## src/pmw_pkg.sv

```systemverilog
//------------------------------------------------------------
// power mode and wake control constants
//------------------------------------------------------------
package pmw_pkg;
  localparam int CLK_PERIOD_NS = 20;
  localparam int CPU_START_DELAY_NS = 2000;
  localparam int OSC_SETTLE_NS = 1000;
  localparam int CPU_START_CYC = (CPU_START_DELAY_NS + CLK_PERIOD_NS - 1) / CLK_PERIOD_NS;
  localparam int OSC_SETTLE_CYC = (OSC_SETTLE_NS + CLK_PERIOD_NS - 1) / CLK_PERIOD_NS;
  localparam int CNT_W = 16;

  // register addresses
  localparam logic [11:0] ADDR_WATCHDOG_CONTROL = 12'hfd1;
  localparam logic [11:0] ADDR_OSCILLATOR_CONTROL = 12'hfd3;
  localparam logic [11:0] ADDR_INTERRUPT_CONTROL = 12'hff2;
  localparam logic [11:0] ADDR_POWER_CONFIG = 12'hf58;
  localparam logic [11:0] ADDR_EVENT_STATUS = 12'hf59;
  localparam logic [11:0] ADDR_EVENT_MASK = 12'hf5a;

  // oscillator control fields
  localparam int OSC_IDLE_BIT = 7;
  localparam int OSC_IFS_LSB = 4;
  localparam int OSC_PRIMARY_OSC_TIMEOUT_FLAG_BIT = 3;
  localparam int OSC_INTERNAL_OSC_STABLE_FLAG_BIT = 2;
  localparam int OSC_SCS_HI_BIT = 1;
  localparam int OSC_SCS_LO_BIT = 0;
  // other fields
  localparam int WDT_EN_BIT = 0;
  localparam int CFG_LFSS_BIT = 0;
  localparam int INT_GIE_BIT = 7;
  localparam int INT_SRC_N = 6;
  // event status bits
  localparam int EV_INT_WAKE = 0;
  localparam int EV_WDT_WAKE = 1;
  localparam int EV_WDT_RESET = 2;
  localparam int EV_CLK_FAIL = 3;
  localparam int EV_OSC_STABLE = 4;

  localparam logic [7:0] RESET_BYTE = 8'h00;

  typedef enum logic [4:0] {
    ST_HOLD = 5'h01,
    ST_RUN = 5'h02,
    ST_SLEEP = 5'h04,
    ST_IDLE = 5'h08,
    ST_WAKE = 5'h10
  } pmw_state_t;
endpackage

```

## src/pmw_power_mode_wake_control.sv

```systemverilog
`timescale 1ns/10ps
module pmw_power_mode_wake_control #(
  parameter int CPU_START_CYCLES = pmw_pkg::CPU_START_CYC,
  parameter int OSC_SETTLE_CYCLES = pmw_pkg::OSC_SETTLE_CYC
) (
  // clock and reset
  input wire logic mclk,
  input wire logic reset,
  // register port
  input wire logic [11:0] reg_addr,
  input wire logic [7:0] reg_wdata,
  input wire logic reg_wr,
  input wire logic reg_rd,
  output logic [7:0] reg_rdata,
  output logic irq,
  // cpu core
  input wire logic sleep_instr,
  input wire logic watchdog_clear_instr,
  output logic cpu_clk_en,
  output logic cpu_resume,
  output logic vector_branch,
  // peripherals and interrupt sources
  input wire logic [pmw_pkg::INT_SRC_N-1:0] int_flags,
  output logic periph_clk_en,
  // watchdog
  input wire logic wdt_timeout,
  output logic wdt_clear,
  output logic wdt_reset_req,
  // oscillators (asynchronous pins)
  input wire logic primary_ready,
  input wire logic clock_lost,
  input wire logic two_speed_enable,
  input wire logic fail_safe_enable,
  output logic primary_osc_en,
  output logic internal_osc_source,
  output logic internal_rc_low_source,
  output logic clk_sel_internal
);
  import pmw_pkg::*;

  localparam logic [CNT_W-1:0] START_LAST = CNT_W'(CPU_START_CYCLES - 1);
  localparam logic [CNT_W-1:0] SETTLE_LAST = CNT_W'(OSC_SETTLE_CYCLES - 1);
  localparam logic [CNT_W-1:0] CNT_ONE = 16'h0001;

  typedef struct packed {
    pmw_state_t st;
    logic [CNT_W-1:0] cnt;
    logic [CNT_W-1:0] setcnt;
    logic idle_sel;
    logic [2:0] ifs;
    logic [1:0] system_clock_select;
    logic primary_osc_timeout_flag;
    logic internal_osc_stable_flag;
    logic lfss;
    logic wdt_en;
    logic [7:0] interrupt_control;
    logic [7:0] stat;
    logic [7:0] mask;
    logic fallback;
    logic prim_off;
    logic wake_int;
    logic [7:0] rdata;
    logic resume;
    logic vector;
    logic wdt_clr;
    logic wdt_rst;
    logic [1:0] prdy_sync;
    logic [2:0] lost_sync;
    logic [1:0] ts_sync;
    logic [1:0] fs_sync;
  } pmw_regs_t;

  pmw_regs_t state_reg;
  pmw_regs_t state_next;

  function automatic logic [7:0] osc_read(input pmw_regs_t s);
    osc_read = RESET_BYTE;
    osc_read[OSC_IDLE_BIT] = s.idle_sel;
    osc_read[OSC_IFS_LSB +: 3] = s.ifs;
    osc_read[OSC_PRIMARY_OSC_TIMEOUT_FLAG_BIT] = s.primary_osc_timeout_flag;
    osc_read[OSC_INTERNAL_OSC_STABLE_FLAG_BIT] = s.internal_osc_stable_flag;
    osc_read[OSC_SCS_HI_BIT] = s.system_clock_select[1];
    osc_read[OSC_SCS_LO_BIT] = s.system_clock_select[0];
  endfunction

  logic prdy;
  logic fscm;
  logic two_speed;
  logic lost_rise;
  logic clk_int;
  logic internal_osc_source_on;
  logic prim_on;
  logic wake_irq;
  logic [7:0] ev;

  //------------------------------------------------------------
  // derived levels
  //------------------------------------------------------------
  assign prdy = state_reg.prdy_sync[1];
  assign fscm = state_reg.fs_sync[1];
  assign two_speed = state_reg.ts_sync[1];
  assign lost_rise = state_reg.lost_sync[1] & ~state_reg.lost_sync[2];
  assign clk_int = state_reg.system_clock_select[1] | state_reg.fallback;
  assign internal_osc_source_on = (state_reg.ifs != 3'h0) | state_reg.lfss;
  assign prim_on = ~state_reg.system_clock_select[1] & ~state_reg.prim_off & (state_reg.st != ST_SLEEP);
  assign wake_irq = |(int_flags & state_reg.interrupt_control[INT_SRC_N-1:0]);

  //------------------------------------------------------------
  // next state
  //------------------------------------------------------------
  always_comb begin
    state_next = state_reg;
    ev = RESET_BYTE;
    state_next.resume = 1'b0;
    state_next.vector = 1'b0;
    state_next.wdt_clr = 1'b0;
    state_next.wdt_rst = 1'b0;
    state_next.rdata = RESET_BYTE;
    state_next.prdy_sync = {state_reg.prdy_sync[0], primary_ready};
    state_next.lost_sync = {state_reg.lost_sync[1:0], clock_lost};
    state_next.ts_sync = {state_reg.ts_sync[0], two_speed_enable};
    state_next.fs_sync = {state_reg.fs_sync[0], fail_safe_enable};

    // internal oscillator settle
    if (!internal_osc_source_on) begin
      state_next.setcnt = '0;
      state_next.internal_osc_stable_flag = 1'b0;
    end else if (!state_reg.internal_osc_stable_flag) begin
      if (state_reg.setcnt >= SETTLE_LAST) begin
        state_next.internal_osc_stable_flag = 1'b1;
        ev[EV_OSC_STABLE] = 1'b1;
      end else begin
        state_next.setcnt = state_reg.setcnt + CNT_ONE;
      end
    end

    // primary oscillator status
    if (prim_on && prdy) begin
      state_next.primary_osc_timeout_flag = 1'b1;
      state_next.fallback = 1'b0;
    end else if (clk_int || !prim_on) begin
      state_next.primary_osc_timeout_flag = 1'b0;
    end

    // clock loss with fail-safe monitor
    if (fscm && lost_rise) begin
      state_next.fallback = 1'b1;
      state_next.prim_off = 1'b1;
      state_next.primary_osc_timeout_flag = 1'b0;
      state_next.wdt_clr = 1'b1;
      ev[EV_CLK_FAIL] = 1'b1;
    end
    if (watchdog_clear_instr) begin
      state_next.wdt_clr = 1'b1;
    end

    // mode sequencer
    case (state_reg.st)
      ST_HOLD: begin
        if (prdy) begin
          state_next.st = ST_RUN;
          state_next.resume = 1'b1;
        end else if (two_speed || fscm) begin
          state_next.st = ST_RUN;
          state_next.fallback = 1'b1;
          state_next.resume = 1'b1;
        end
      end
      ST_RUN: begin
        if (wdt_timeout) begin
          state_next.wdt_rst = 1'b1;
          ev[EV_WDT_RESET] = 1'b1;
        end else if (sleep_instr) begin
          state_next.wdt_clr = 1'b1;
          state_next.st = state_reg.idle_sel ? ST_IDLE : ST_SLEEP;
          if (state_reg.fallback) begin
            state_next.prim_off = 1'b1;
          end
        end
      end
      ST_SLEEP, ST_IDLE: begin
        if (wake_irq || wdt_timeout) begin
          state_next.st = ST_WAKE;
          state_next.cnt = '0;
          state_next.wake_int = wake_irq;
          ev[EV_INT_WAKE] = wake_irq;
          ev[EV_WDT_WAKE] = ~wake_irq;
        end
      end
      ST_WAKE: begin
        if (state_reg.cnt >= START_LAST) begin
          state_next.st = ST_RUN;
          state_next.resume = 1'b1;
          state_next.vector = state_reg.wake_int & state_reg.interrupt_control[INT_GIE_BIT];
        end else begin
          state_next.cnt = state_reg.cnt + CNT_ONE;
        end
      end
      default: begin
        state_next.st = ST_HOLD;
      end
    endcase

    // register writes; wake never touches idle or clock select
    if (reg_wr) begin
      case (reg_addr)
        ADDR_OSCILLATOR_CONTROL: begin
          state_next.idle_sel = reg_wdata[OSC_IDLE_BIT];
          state_next.ifs = reg_wdata[OSC_IFS_LSB +: 3];
          state_next.system_clock_select = {reg_wdata[OSC_SCS_HI_BIT], reg_wdata[OSC_SCS_LO_BIT]};
          state_next.prim_off = 1'b0;
          if (clk_int && (reg_wdata[OSC_IFS_LSB +: 3] != state_reg.ifs)) begin
            state_next.wdt_clr = 1'b1;
          end
        end
        ADDR_WATCHDOG_CONTROL: state_next.wdt_en = reg_wdata[WDT_EN_BIT];
        ADDR_INTERRUPT_CONTROL: state_next.interrupt_control = reg_wdata;
        ADDR_POWER_CONFIG: state_next.lfss = reg_wdata[CFG_LFSS_BIT];
        ADDR_EVENT_MASK: state_next.mask = reg_wdata;
        default: begin
        end
      endcase
    end

    // register reads; status cleared by read, new events win
    if (reg_rd) begin
      case (reg_addr)
        ADDR_OSCILLATOR_CONTROL: state_next.rdata = osc_read(state_reg);
        ADDR_WATCHDOG_CONTROL: state_next.rdata = {7'h00, state_reg.wdt_en};
        ADDR_INTERRUPT_CONTROL: state_next.rdata = state_reg.interrupt_control;
        ADDR_POWER_CONFIG: state_next.rdata = {7'h00, state_reg.lfss};
        ADDR_EVENT_MASK: state_next.rdata = state_reg.mask;
        ADDR_EVENT_STATUS: begin
          state_next.rdata = state_reg.stat;
          state_next.stat = RESET_BYTE;
        end
        default: state_next.rdata = RESET_BYTE;
      endcase
    end
    state_next.stat = state_next.stat | ev;
  end

  //------------------------------------------------------------
  // state register
  //------------------------------------------------------------
  always_ff @(posedge mclk) begin
    if (reset) begin
      state_reg <= '{st: ST_HOLD, default: '0};
    end else begin
      state_reg <= state_next;
    end
  end

  //------------------------------------------------------------
  // outputs
  //------------------------------------------------------------
  assign reg_rdata = state_reg.rdata;
  assign irq = |(state_reg.stat & state_reg.mask);
  assign cpu_clk_en = (state_reg.st == ST_RUN);
  assign periph_clk_en = (state_reg.st == ST_RUN) || (state_reg.st == ST_IDLE) || (state_reg.st == ST_WAKE);
  assign cpu_resume = state_reg.resume;
  assign vector_branch = state_reg.vector;
  assign wdt_clear = state_reg.wdt_clr;
  assign wdt_reset_req = state_reg.wdt_rst;
  assign primary_osc_en = prim_on;
  assign internal_osc_source = internal_osc_source_on;
  assign internal_rc_low_source = state_reg.wdt_en | fscm;
  assign clk_sel_internal = clk_int;
endmodule // pmw_power_mode_wake_control

```

## config.mk

```make
export PLATFORM = sky130hd
export DESIGN_NAME = pmw_power_mode_wake_control
export DESIGN_NICKNAME = d
export VERILOG_FILES = /design/src/pmw_pkg.sv /design/src/pmw_power_mode_wake_control.sv
export SDC_FILE = /design/constraint.sdc
export NUM_CORES = 1
export LEC_CHECK = 0
export ABC_AREA = 1
export BUFFER_PORTS_ARGS = -buffer_cell sky130_fd_sc_hd__buf_2
export CAP_MARGIN = 10
export CELL_PAD_IN_SITES_DETAIL_PLACEMENT = 1
export CELL_PAD_IN_SITES_GLOBAL_PLACEMENT = 2
export CORE_MARGIN = 10
export CORE_UTILIZATION = 37
export CTS_BUF_LIST = sky130_fd_sc_hd__clkbuf_4 sky130_fd_sc_hd__clkbuf_8
export DETAILED_ROUTE_END_ITERATION = 6
export PLACE_DENSITY = 0.88
export SYNTH_ARGS = -nofsm -noshare
export SYNTH_HDL_FRONTEND = slang
export SYNTH_SLANG_ARGS = --single-unit
```

## constraint.sdc

```tcl
create_clock -name mclk -period 3.3 [get_ports mclk]
set_input_delay 0.66 -clock mclk [delete_from_list [all_inputs] [get_ports mclk]]
set_output_delay 0.66 -clock mclk [all_outputs]
set_load 0.05 [all_outputs]
```

======== After elaboration in Yosys (flattened, before gate mapping) ========
Index checks and enable logic that the tools add are counted.
W data, S select, Z words.
word-level totals
  register bits ........................... 95
  input port bits ......................... 37
  word-level logic and storage cells ...... 144
  output and inout bits ................... 19
cells by class
  multiplexer cells ....................... 46
  add/subtract/negate cells ............... 2
  equality and inequality tests ........... 19
  magnitude comparators ................... 2
  bitwise logic cells ..................... 21
  reductions and logical operators ........ 29
operator list
  operator                 count
  $eq A12 B12 Y1 const B   6
  $pmux W8 S6              1
  $add A16 B1 Y16 const B  2
  $pmux W16 S2             1
  $mux W1                  27
  $mux W5                  5
  $mux W21                 1
  $pmux W5 S4              1
  $ge A16 B6 Y1 const B    1
  $ge A16 B7 Y1 const B    1
  $mux W16                 1
  $mux W8                  2
  $reduce_and A2 Y1        7
  $not A1 Y1               11
  $mux W2                  5
  $ne A2 B2 Y1 const B     5
  $reduce_or A2 Y1         5
  $and A8 B8 Y8            1
  $or A8 B5 Y8             1
  $reduce_or A8 Y1         1
  $and A6 B6 Y6            1
  $reduce_or A6 Y1         1
  $eq A5 B1 Y1 const B     1
  $eq A5 B2 Y1 const B     1
  18 further kinds         30

======== Depth between registers and ports, before layout ========
Gate-level depths: netlist of the first run.
  depth in word-level cells ............... 12
  depth in mapped cells ................... 9
  gate-level depth less buffers ........... 9

======== Least setup slack after synthesis of the first run ========
Ideal clock, no wire load.
  path kind ............................... reg-to-output
  start point ............................. register state_reg[90] in the netlist's numbering
  end point ............................... output periph_clk_en
  path slack .............................. 1.258 ns
  buffers on the path ..................... 0
  arrival time ............................ 1.382 ns
  cell stages (with the launch flop) ...... 4
  data required time ...................... 2.640 ns
  path through ............................ dfxtp_1 nor2_2 nand2_1 o211ai_1
between the ends
  longest elaborated chain between the ends .. 3
  elaborated cells on any way between the ends .. 5
  those cells by class .................... eq/ne (3); reduce/logical (2)
ends and longest elaborated chain
  what                                          RTL line                            RTL
  from (decl)                                   pmw_power_mode_wake_control.sv:73   pmw_regs_t state_reg;
  from (signal assigned)                        pmw_power_mode_wake_control.sv:250  state_reg <= state_next;
  $eq A5 B2 Y1 or $eq A5 B4 Y1 (tied branches)  pmw_power_mode_wake_control.sv:260  assign periph_clk_en = (state_reg.st == ST_RUN) || (state_reg.st == ST_IDLE) || (state_reg.st == ST_WAKE);
  $logic_or A1 B1 Y1                            pmw_power_mode_wake_control.sv:260
  $logic_or A1 B1 Y1 *                          pmw_power_mode_wake_control.sv:260
  to (decl)                                     pmw_power_mode_wake_control.sv:24   output logic periph_clk_en,
Mark *: on every way between the ends. The rest lies on a longest branch, timed or not.

======== Worst setup path in the final report of the first run ========
  start point ............................. register state_reg[93] in the netlist's numbering
  end point ............................... output cpu_clk_en
between the ends
  longest elaborated chain between the ends .. 1
ends and longest elaborated chain
  what          RTL line                            RTL
  $eq A5 B2 Y1  pmw_power_mode_wake_control.sv:259  assign cpu_clk_en = (state_reg.st == ST_RUN);
  to (decl)     pmw_power_mode_wake_control.sv:19   output logic cpu_clk_en,
Every way passes these cells.

==> results of run 1 <==
[metal layers]
| metal | up-vias | GRT usage, % |
|---|---|---|
| met5 | - | 0 |
| met4 | 0 | 5.89 |
| met3 | 16 | 3.79 |
| met2 | 59 | 25.4 |
| met1 | 1831 | 18.4 |
| li1 | 1929 | - |
[power by group]
part           switching, W  internal, W
Combinational      0.000240     0.000102
Clock              0.000433     0.000378
Sequential        0.0000247      0.00114
Total              0.000698      0.00162
[worst paths after layout]
| check | cells past startpoint | start | to |
|---|---|---|---|
| setup / recovery | 4 | state_reg[93] | cpu_clk_en |
| hold / removal | 2 | state_next[5] | state_next[6] |
| setup reg to reg | 8 | state_reg[59] | state_reg[62] |
| hold reg to reg | 2 | state_next[5] | state_next[6] |
[worst register-to-register path, delay by kind of cell, from the launching register on]
| family | cells | cell delay, ps |
|---|---|---|
| flip-flops | 1 | 390 |
| AND/OR/NAND/NOR | 4 | 600 |
| adder cells (fa/ha/maj) | 1 | 170 |
| buffers and inverters | 2 | 350 |
| AO/OA/AOI/OAI | 1 | 140 |
[through the flow]
| stage | hold slack, ps | utilization [%] | std cells | total power [W] |
|---|---|---|---|---|
| detailed placement | 396 | 41.7 | 752 | 0.00153 |
| global route | 421 | 43.6 | 768 | 0.00244 |
| CTS | 410 | 43.6 | 768 | 0.00235 |
| floorplan | 388 | - | 572 | 0.00143 |
| global placement | 395 | 41.7 | 752 | 0.00152 |
| finish | 407 | 43.6 | 768 | 0.00232 |
[layout by cell type (no fill, tap or decap), types with 3 or more instances in the layout]
cell type and instances:
nor2_1 98, dfxtp_1 92, nand2_1 90, inv_1 81, buf_2 55, nand3_1 42
a21oi_1 36, o21ai_0 21, nand4_1 16, nor3_1 12, clkbuf_8 10, nand3_2 6
nor2_4 6, inv_2 5, xor2_1 5, o21ai_1 5, xnor2_1 4, a211oi_1 4
ha_1 4, nor2_2 3, nand2_2 3, nand3_4 3
[layout make-up]
cell class                      instances  area [um2]
Sequential cell                        92        1840
Multi-Input combinational cell        375        1940
Clock inverter                          6        70.1
Inverter                               88         334
Tap cell                              140         175
Clock buffer                           10         138
Timing Repair Buffer                   57         290
Fill cell                            1422        6190
[kinds of logic (layout without fill, tap and decap cells)]
kind of cell | count (synthesis) | count (layout) | share of synthesized area, %
simple gates | 286 | 286 | 32.5
xor+xnor | 9 | 9 | 1.87
fa+ha+maj | 4 | 4 | 1.19
buf+inv | 105 | 161 | 10.4
flops | 92 | 92 | 43.7
compound gates | 76 | 76 | 10.4
==> summary.md, run 1 <==
| Metric | Value |
|---|---|
| Status | `finished, final reports clean` |
| Setup crit end kind | `output port` |
| PwrDens | `484 nW/um2` |
| Synth top cells by count | `nor2_1, dfxtp_1, nand2_1, inv_1, nand3_1` |
| Endpoints failing setup | `0` |
| CP max stage delay | `360 ps` |
| RSZ-0062 raised after global routing | `no` |
| CTS buffer count | `9` |
| Slowest CP cell | `dfxtp_1` |
| Share of cells above drive strength 1 | `17.5%` |
| Final setup skew | `9.56 ps` |
| HP Class | `reg2reg` |
| Post-route cell area | `4790 um2` |
| Initial antenna violation count | `0` |
| CTS clock-pin slew for the worst setup and hold paths | `90 ps` |
| Post-CTS Setup Inserts | `0` |
| Placed Area | `4580 um2` |
| Critical path's top delay family | `buffers and inverters` |
| Max-slew headroom | `63.0%` |
| Placer Congestion | `0.861` |
| GR Util All Layers | `15.2%` |
| Sink Count | `92` |
| Die width | `127 um` |
| Startpoint Class | `flop` |
| Flop-to-flop setup slack | `1590 ps` |
| Row count | `38` |
| Setup CP Type | `reg2out` |
| Clock Tree Root | `clkbuf_8` |
| Final Max Tran Viols | `0` |
| Vias | `3835` |
| Synthesis Warnings | `0` |
| Initial Util | `38.4%` |
| Max Cap Violations | `0` |
| Achievable Freq | `439 MHz` |
| Full die area | `16100 um2` |
| Top sig layer | `met4` |
| CTS tree | `yes` |
| Clock buffer depth | `2` |
| Area share of the largest cell type after synthesis | `43.7%` |
| Synth area leader | `dfxtp_1` |
| Hpwl dp | `9230 um` |
| CP required | `2640 ps` |
| Post-CTS Hold Fix Bufs | `0` |
| Critical path peak fanout | `5` |
| Die extent in y | `127 um` |
| Input/output buffers | `55` |
| Layout area overhead | `13.5%` |
| Static leakage | `2.04 nW` |
| CP cell instances | `nor2_2 -> nand3_1 -> inv_1 -> buf_2` |
| Syn nets | `613` |
| Setup_tns | `0 ps` |
| Number of synthesized register bits | `92` |
| Worst path arrival time | `1620 ps` |
| Tmin final | `2280 ps` |
| WL final | `12000 um` |
| Met2 WL post-DR | `5690 um` |
| Total congestion overflow | `0` |
| Synth Flop Type | `dfxtp_1` |
| Final period util | `69.1%` |
| Synth cell types | `42` |
| Vias in the first global route | `3999` |
| Mapped Area | `4220 um2` |
| FFs w/ async S/R, synth | `0%` |
| Area of the core | `11000 um2` |
| Area contributors post-synth | `dfxtp_1, nor2_1, nand2_1` |
| Most common cell in the netlist | `nor2_1` |
| Worst Max-Slew Pin Slew | `553 ps` |
| Syn_area_per_cell | `7.37 um2` |
| Worst setup margin | `1020 ps` |
| Pre-CTS setup slack | `1140 ps` |
| First-pass detailed-route iteration total | `4` |
| Met3 wire length | `527 um` |
| Clk_lat worst skew | `380 ps` |
| Number of enable flip-flop cells after synthesis | `0` |
| Post-route antenna net violation count | `0` |
| I/O pin count | `56` |
| DRT met1 WL | `5600 um` |
| Syn Inst Count | `572` |
| Fin. Hold Viols | `0` |
| Via/cell ratio | `4.99` |
| Layout Nets | `664` |
| Max reg flops | `73` |
| Sequential cell area fraction in the yosys report | `43.7%` |
| DR iter-0 viols | `220` |
| Bufs and invs on worst path | `2` |
| N_diodes | `0` |
| Largest net degree at the start of global routing | `46` |
| CTS resizes | `0` |
| Worst vdd rail ir drop | `0.261 mV` |
| Wire per inst | `15.7 um` |
| Number of remaining DRC errors | `0` |
| First-pass GRT wire length | `19900 um` |
| H-tree depth | `3` |
Power figures use the tool's default switching activity.
==> run 2: changes to the inputs <==
--- a/config.mk
+++ b/config.mk
@@ -5,16 +5,16 @@
 export SDC_FILE = /design/constraint.sdc
 export NUM_CORES = 1
 export LEC_CHECK = 0
-export ABC_AREA = 1
+export ABC_AREA = 0
 export BUFFER_PORTS_ARGS = -buffer_cell sky130_fd_sc_hd__buf_2
 export CAP_MARGIN = 10
 export CELL_PAD_IN_SITES_DETAIL_PLACEMENT = 1
 export CELL_PAD_IN_SITES_GLOBAL_PLACEMENT = 2
 export CORE_MARGIN = 10
-export CORE_UTILIZATION = 37
+export CORE_UTILIZATION = 36
 export CTS_BUF_LIST = sky130_fd_sc_hd__clkbuf_4 sky130_fd_sc_hd__clkbuf_8
 export DETAILED_ROUTE_END_ITERATION = 6
-export PLACE_DENSITY = 0.88
+export PLACE_DENSITY = 0.81
 export SYNTH_ARGS = -nofsm -noshare
 export SYNTH_HDL_FRONTEND = slang
 export SYNTH_SLANG_ARGS = --single-unit
==> constraint.sdc (replaced) <==
create_clock -name mclk -period 2.3 [get_ports mclk]
set_input_delay 0.46 -clock mclk [delete_from_list [all_inputs] [get_ports mclk]]
set_output_delay 0.46 -clock mclk [all_outputs]
set_load 0.05 [all_outputs]
==> run 2 against run 1 <==
Net effect:
- cell count decreased by 18%
- setup slack lost 870 ps
- critical endpoint is now primary_osc_en
- register-to-register slack got worse by 1400 ps
==> summary.md, run 2 <==
| Metric | Value |
|---|---|
| Combinational share of power | `12.8%` |
| Final setup skew | `11.8 ps` |
| Worst path arrival time | `1690 ps` |
| Clk pwr share | `34.7%` |
| Worst Max-Slew Pin Slew | `1020 ps` |
| Internal power | `0.00234 W` |
| Share of cells above drive strength 1 | `21.4%` |
| Setup CP Type | `reg2out` |
| Worst Setup EP | `primary_osc_en` |
| Mapped Area | `3940 um2` |
| Sequential cell area fraction in the yosys report | `46.8%` |
| Area contributors post-synth | `dfxtp_1, nor2_1, mux2i_1` |
| Fillers | `1275` |
| Syn nets | `468` |
| Sequential share of power | `52.4%` |
| Most common cell in the netlist | `dfxtp_1` |
| Syn_area_per_cell | `9.22 um2` |
| Worst reg2reg path startpoint | `state_reg[74]` |
| I/O pin count | `56` |
| Flop-to-flop setup slack | `230 ps` |
| WL final | `10900 um` |
| Number of enable flip-flop cells after synthesis | `0` |
| Endpoints failing setup | `0` |
| First-pass detailed-route iteration total | `4` |
| Worst vdd rail ir drop | `0.419 mV` |
| CP required | `1840 ps` |
| Switch Pwr | `0.000884 W` |
| Number of remaining DRC errors | `0` |
| Fin. Hold Viols | `0` |
| H-tree depth | `3` |
| Full die area | `15500 um2` |
| Most frequent cells in the layout | `dfxtp_1, buf_2, nor2_1` |
| Area of the core | `10800 um2` |
| Sink Count | `92` |
| CTS tree | `yes` |
| Vias | `3283` |
| Synth Flop Type | `dfxtp_1` |
| Post-CTS Hold Fix Bufs | `0` |
| Post-route antenna net violation count | `0` |
| Area share of the largest cell type after synthesis | `46.8%` |
| HP Class | `in2reg` |
| Status | `finished, final reports clean` |
| R2R Path End | `state_reg[79]` |
| Initial Util | `36.5%` |
| Synth area leader | `dfxtp_1` |
| Hpwl dp | `8210 um` |
| Input/output buffers | `55` |
| R2r worst-path depth | `7` |
| Hold path depth | `2` |
| Hold slack | `308 ps` |
| Setup_tns | `0 ps` |
| PwrDens | `705 nW/um2` |
| Layout area overhead | `16.1%` |
| Startpoint Class | `flop` |
| Number of synthesized register bits | `92` |
| Final Max Tran Viols | `0` |
| Syn Inst Count | `427` |
| Setup crit end kind | `output port` |
| Clock Tree Root | `clkbuf_8` |
| Post-CTS Setup Inserts | `0` |
| Critical Path Source | `state_reg[90]` |
| Clk_lat worst skew | `360 ps` |
| Critical path peak fanout | `8` |
| Row count | `38` |
| Static leakage | `1.83 nW` |
| Max Cap Violations | `0` |
| Max reg flops | `73` |
| Tmin final | `2150 ps` |
| Final period util | `93.5%` |
| GR Util All Layers | `13.7%` |
| DR iter-0 viols | `238` |
| Synth top cells by count | `dfxtp_1, nor2_1, nand2_1, a21oi_1, nand3_1` |
| Largest net degree at the start of global routing | `24` |
| Switch share | `27.5%` |
| Via/cell ratio | `5.24` |
| N_diodes | `0` |
| CP cell instances | `nor2_1 -> a311o_1 -> inv_1 -> buf_2` |
| FFs w/ async S/R, synth | `0%` |
| Synth cell types | `56` |
| Synthesis Warnings | `0` |
| Initial antenna violation count | `0` |
| Clock buffer depth | `2` |
| RSZ-0062 raised after global routing | `no` |
| Vias in the first global route | `3496` |
| Max-slew headroom | `31.2%` |
| Achievable Freq | `465 MHz` |
| Die extent in y | `125 um` |
| Wire per inst | `17.4 um` |
| CTS buffer count | `9` |
| First-pass GRT wire length | `17800 um` |
| Most common cell after layout, fill and taps aside | `dfxtp_1` |
| CTS clock-pin slew for the worst setup and hold paths | `90 ps` |
| Layout Nets | `523` |
| Placer Congestion | `0.804` |
| Total congestion overflow | `0` |
| Die width | `125 um` |
| Slowest CP cell | `dfxtp_1` |
| CP max stage delay | `550 ps` |
[run 2: layer usage]
metal	GRT usage, %	routed length, um	up-vias
met2	22.5	5140	62
met3	3.49	509	9
li1	-	-	1624
met4	3.56	76	0
met5	0	0	-
met1	17.3	5150	1588
[run 2: how the worst min path moves through the flow]
stage | start | to | slack (ps)
after floorplan | state_next[1] | fscm | 410
after global placement | state_next[5] | state_next[6] | 420
after detailed placement | state_next[1] | fscm | 420
after CTS | clock_lost | state_next[5] | 290
after global routing | clock_lost | state_next[5] | 300
final | clock_lost | state_next[5] | 310
[run 2: repair_timing]
| item | 4_1_cts | 5_1_grt |
|---|---|---|
| gates resized for setup | 0 | 3 |
| hold endpoints to repair | 0 | 0 |
| setup endpoints to repair | 0 | 2 |
[run 2: kinds of logic after synthesis]
group	Yosys count	synth area share (%)
xor+xnor	12	2.67
compound gates	76	13.3
buf+inv	38	5.21
mux	17	4.35
simple gates	188	26.4
flops	92	46.8
fa+ha+maj	4	1.27
[run 2: critical path: cells and delay by family (launching register included)]
kind	cells	cell delay (ps)
compound gates	1	370
flops	1	550
simple gates	1	100
buf+inv	2	320
[run 2: per-stage QoR]
stage                     util [%]  total power, W  instances  instance area (um2)  setup WS (ps)
after detailed placement      40.4         0.00214        611                 4360            162
after CTS                     42.2         0.00326        627                 4560           19.1
after global routing          42.3         0.00338        627                 4570           34.7
final                         42.3         0.00322        627                 4570            149
after floorplan                  -         0.00201        427                 3940            121
after global placement        40.4         0.00212        611                 4360            206
[run 2: power groups by stage]
stage / combinational, W / clock (W) / sequential, W
global route: 0.000454 / 0.00123 / 0.00170
floorplan: 0.000294 / 0 / 0.00172
detailed placement: 0.000417 / 0 / 0.00172
global placement: 0.000402 / 0 / 0.00172
CTS: 0.000418 / 0.00115 / 0.00169
finish: 0.000413 / 0.00112 / 0.00169
[run 2: final cells by class]
class / count / area [um2] / area share [%]
multi-input combinational: 297 / 1900 / 41.5
sequential: 92 / 1840 / 40.4
timing repair buffer: 71 / 408 / 8.93
tap: 140 / 175 / 3.83
clock buffer: 11 / 145 / 3.18
clock inverter: 5 / 58.8 / 1.29
inverter: 11 / 41.3 / 0.904
==> run 3: changes to the inputs <==
--- a/config.mk
+++ b/config.mk
@@ -15,6 +15,7 @@
 export CTS_BUF_LIST = sky130_fd_sc_hd__clkbuf_4 sky130_fd_sc_hd__clkbuf_8
 export DETAILED_ROUTE_END_ITERATION = 6
 export PLACE_DENSITY = 0.81
+export SETUP_SLACK_MARGIN = 0.3
 export SYNTH_ARGS = -nofsm -noshare
 export SYNTH_HDL_FRONTEND = slang
 export SYNTH_SLANG_ARGS = --single-unit
==> run 3 against run 2 <==
Net effect:
- setup slack improved by 170 ps
- fmax rose by 8.6%
- design area rose by 4.5%
- largest power group unchanged
- total power rose by 4.8%
- register-to-register slack improved by 160 ps
- sequential power barely moved
- routed wire length fell by 0.35%
==> summary.md, run 3 (synthesized netlist as in run 2, its figures left out) <==
| Metric | Value |
|---|---|
| Vias | `3317` |
| Post-CTS Hold Fix Bufs | `0` |
| Fin. Hold Viols | `0` |
| Largest net degree at the start of global routing | `43` |
| Max reg flops | `73` |
| CP required | `1840 ps` |
| Placer Congestion | `0.818` |
| RSZ-0062 raised after global routing | `yes` |
| Static leakage | `1.90 nW` |
| Post-route antenna net violation count | `0` |
| Switch share | `26.6%` |
| Status | `finished, final reports clean` |
| Clk pwr share | `37.3%` |
| Tmin final | `1980 ps` |
| Most frequent cells in the layout | `dfxtp_1, buf_2, nor2_1` |
| First-pass GRT wire length | `18100 um` |
| Input/output buffers | `55` |
| DR iter-0 viols | `163` |
| Sink Count | `92` |
| Worst vdd rail ir drop | `0.314 mV` |
| Layout area overhead | `21.3%` |
| Via/cell ratio | `5.27` |
| CP cell instances | `nor2_1 -> a311o_1 -> inv_1 -> buf_6` |
| Placed Cells | `609` |
| Achievable Freq | `505 MHz` |
| Max-slew headroom | `31.1%` |
| Total congestion overflow | `0` |
| Clock buffer depth | `2` |
| CTS tree | `yes` |
| Hpwl dp | `7970 um` |
| Setup crit end kind | `output port` |
| Flop-to-flop setup slack | `390 ps` |
| Row count | `38` |
| Full die area | `15500 um2` |
| Internal power | `0.00248 W` |
| Worst Max-Slew Pin Slew | `1020 ps` |
| CTS clock-pin slew for the worst setup and hold paths | `90 ps` |
| Area of the core | `10800 um2` |
| Combinational share of power | `12.6%` |
| Setup CP Type | `reg2out` |
| Vias in the first global route | `3462` |
| Initial Util | `36.5%` |
| Die width | `125 um` |
| H-tree depth | `3` |
| PwrDens | `707 nW/um2` |
| CP max stage delay | `450 ps` |
| Sequential share of power | `50.1%` |
| Switch Pwr | `0.000899 W` |
| N_diodes | `0` |
| Number of remaining DRC errors | `0` |
| Layout Nets | `526` |
| Critical path's top delay family | `flip-flops` |
| Most common cell after layout, fill and taps aside | `dfxtp_1` |
| Final setup skew | `7.68 ps` |
| Worst path arrival time | `1520 ps` |
| GR Util All Layers | `14.1%` |
| Bufs and invs on worst path | `2` |
| WL final | `10800 um` |
| Initial antenna violation count | `0` |
| HP Class | `in2reg` |
| Setup_tns | `0 ps` |
| Clock Tree Root | `clkbuf_8` |
| Hold slack | `292 ps` |
| CTS buffer count | `9` |
| Slowest CP cell | `dfxtp_2` |
| Wire per inst | `17.2 um` |
| I/O pin count | `56` |
| Non-Filler Instances | `630` |
| Startpoint Class | `flop` |
| Critical path peak fanout | `8` |
| Max Cap Violations | `0` |
| Share of cells above drive strength 1 | `25.5%` |
| First-pass detailed-route iteration total | `7` |
| Final period util | `86.1%` |
| Die extent in y | `125 um` |
| Clk_lat worst skew | `380 ps` |
| Endpoints failing setup | `0` |
| Final Max Tran Viols | `0` |
[run 3: cell count changes in the layout (fill, tap and decap cells not counted), moves of 2 or more]
cell and change:
buf_2 -4, dfxtp_1 -4, buf_4 +3, buf_6 +3, dfxtp_4 +3, nor4_1 -3
nor2_1 -2, nor2_2 +2, nor4_4 +2
[run 3: path summary, 6_finish.rpt]
check	startpoint	end	cells past startpoint
max	state_reg[90]	primary_osc_en	4
min	clock_lost	state_next[5]	2
max reg2reg	state_reg[92]	state_reg[91]	5
min reg2reg	state_next[8]	prdy	1
[run 3: power groups by stage]
stage                     sequential (W)  combinational [W]  clock (W)
after floorplan                  0.00172           0.000298          0
after global placement           0.00172           0.000407          0
after detailed placement         0.00172           0.000416          0
after CTS                        0.00169           0.000423    0.00131
after global routing             0.00170           0.000469    0.00136
final                            0.00169           0.000425    0.00126
[run 3: area by class of cell]
type	count	area, um2
fillers	1249	6020
flip-flops and latches	92	1860
inverters	11	41.3
multi-input cells	297	2000
repair buffers	74	464
well taps	140	175
clock inverters	5	83.8
clock buffers	11	151
[run 3: timing repair]
action / 4_1_cts / 5_1_grt
cloned: 0 / 0
setup endpoints to repair: 12 / 18
gates resized for setup: 13 / 22
setup buffers: 0 / 5
pin swaps: 0 / 9
[run 3: through the flow]
stage               utilization (%)  instance area, um2  setup WS (ps)  total power [W]
finish                         44.2                4770            320          0.00337
global route                   44.2                4770            234          0.00353
CTS                            43.0                4640            179          0.00342
detailed placement             40.4                4360            113          0.00214
global placement               40.4                4360            200          0.00213
floorplan                         -                3940            305          0.00201
[run 3: per-layer routing]
layer,part of all wire [%],global-route usage [%]
met5,0,0
met4,1.8,5.96
met3,4.6,3.62
met2,47,22.0
met1,47,18.1
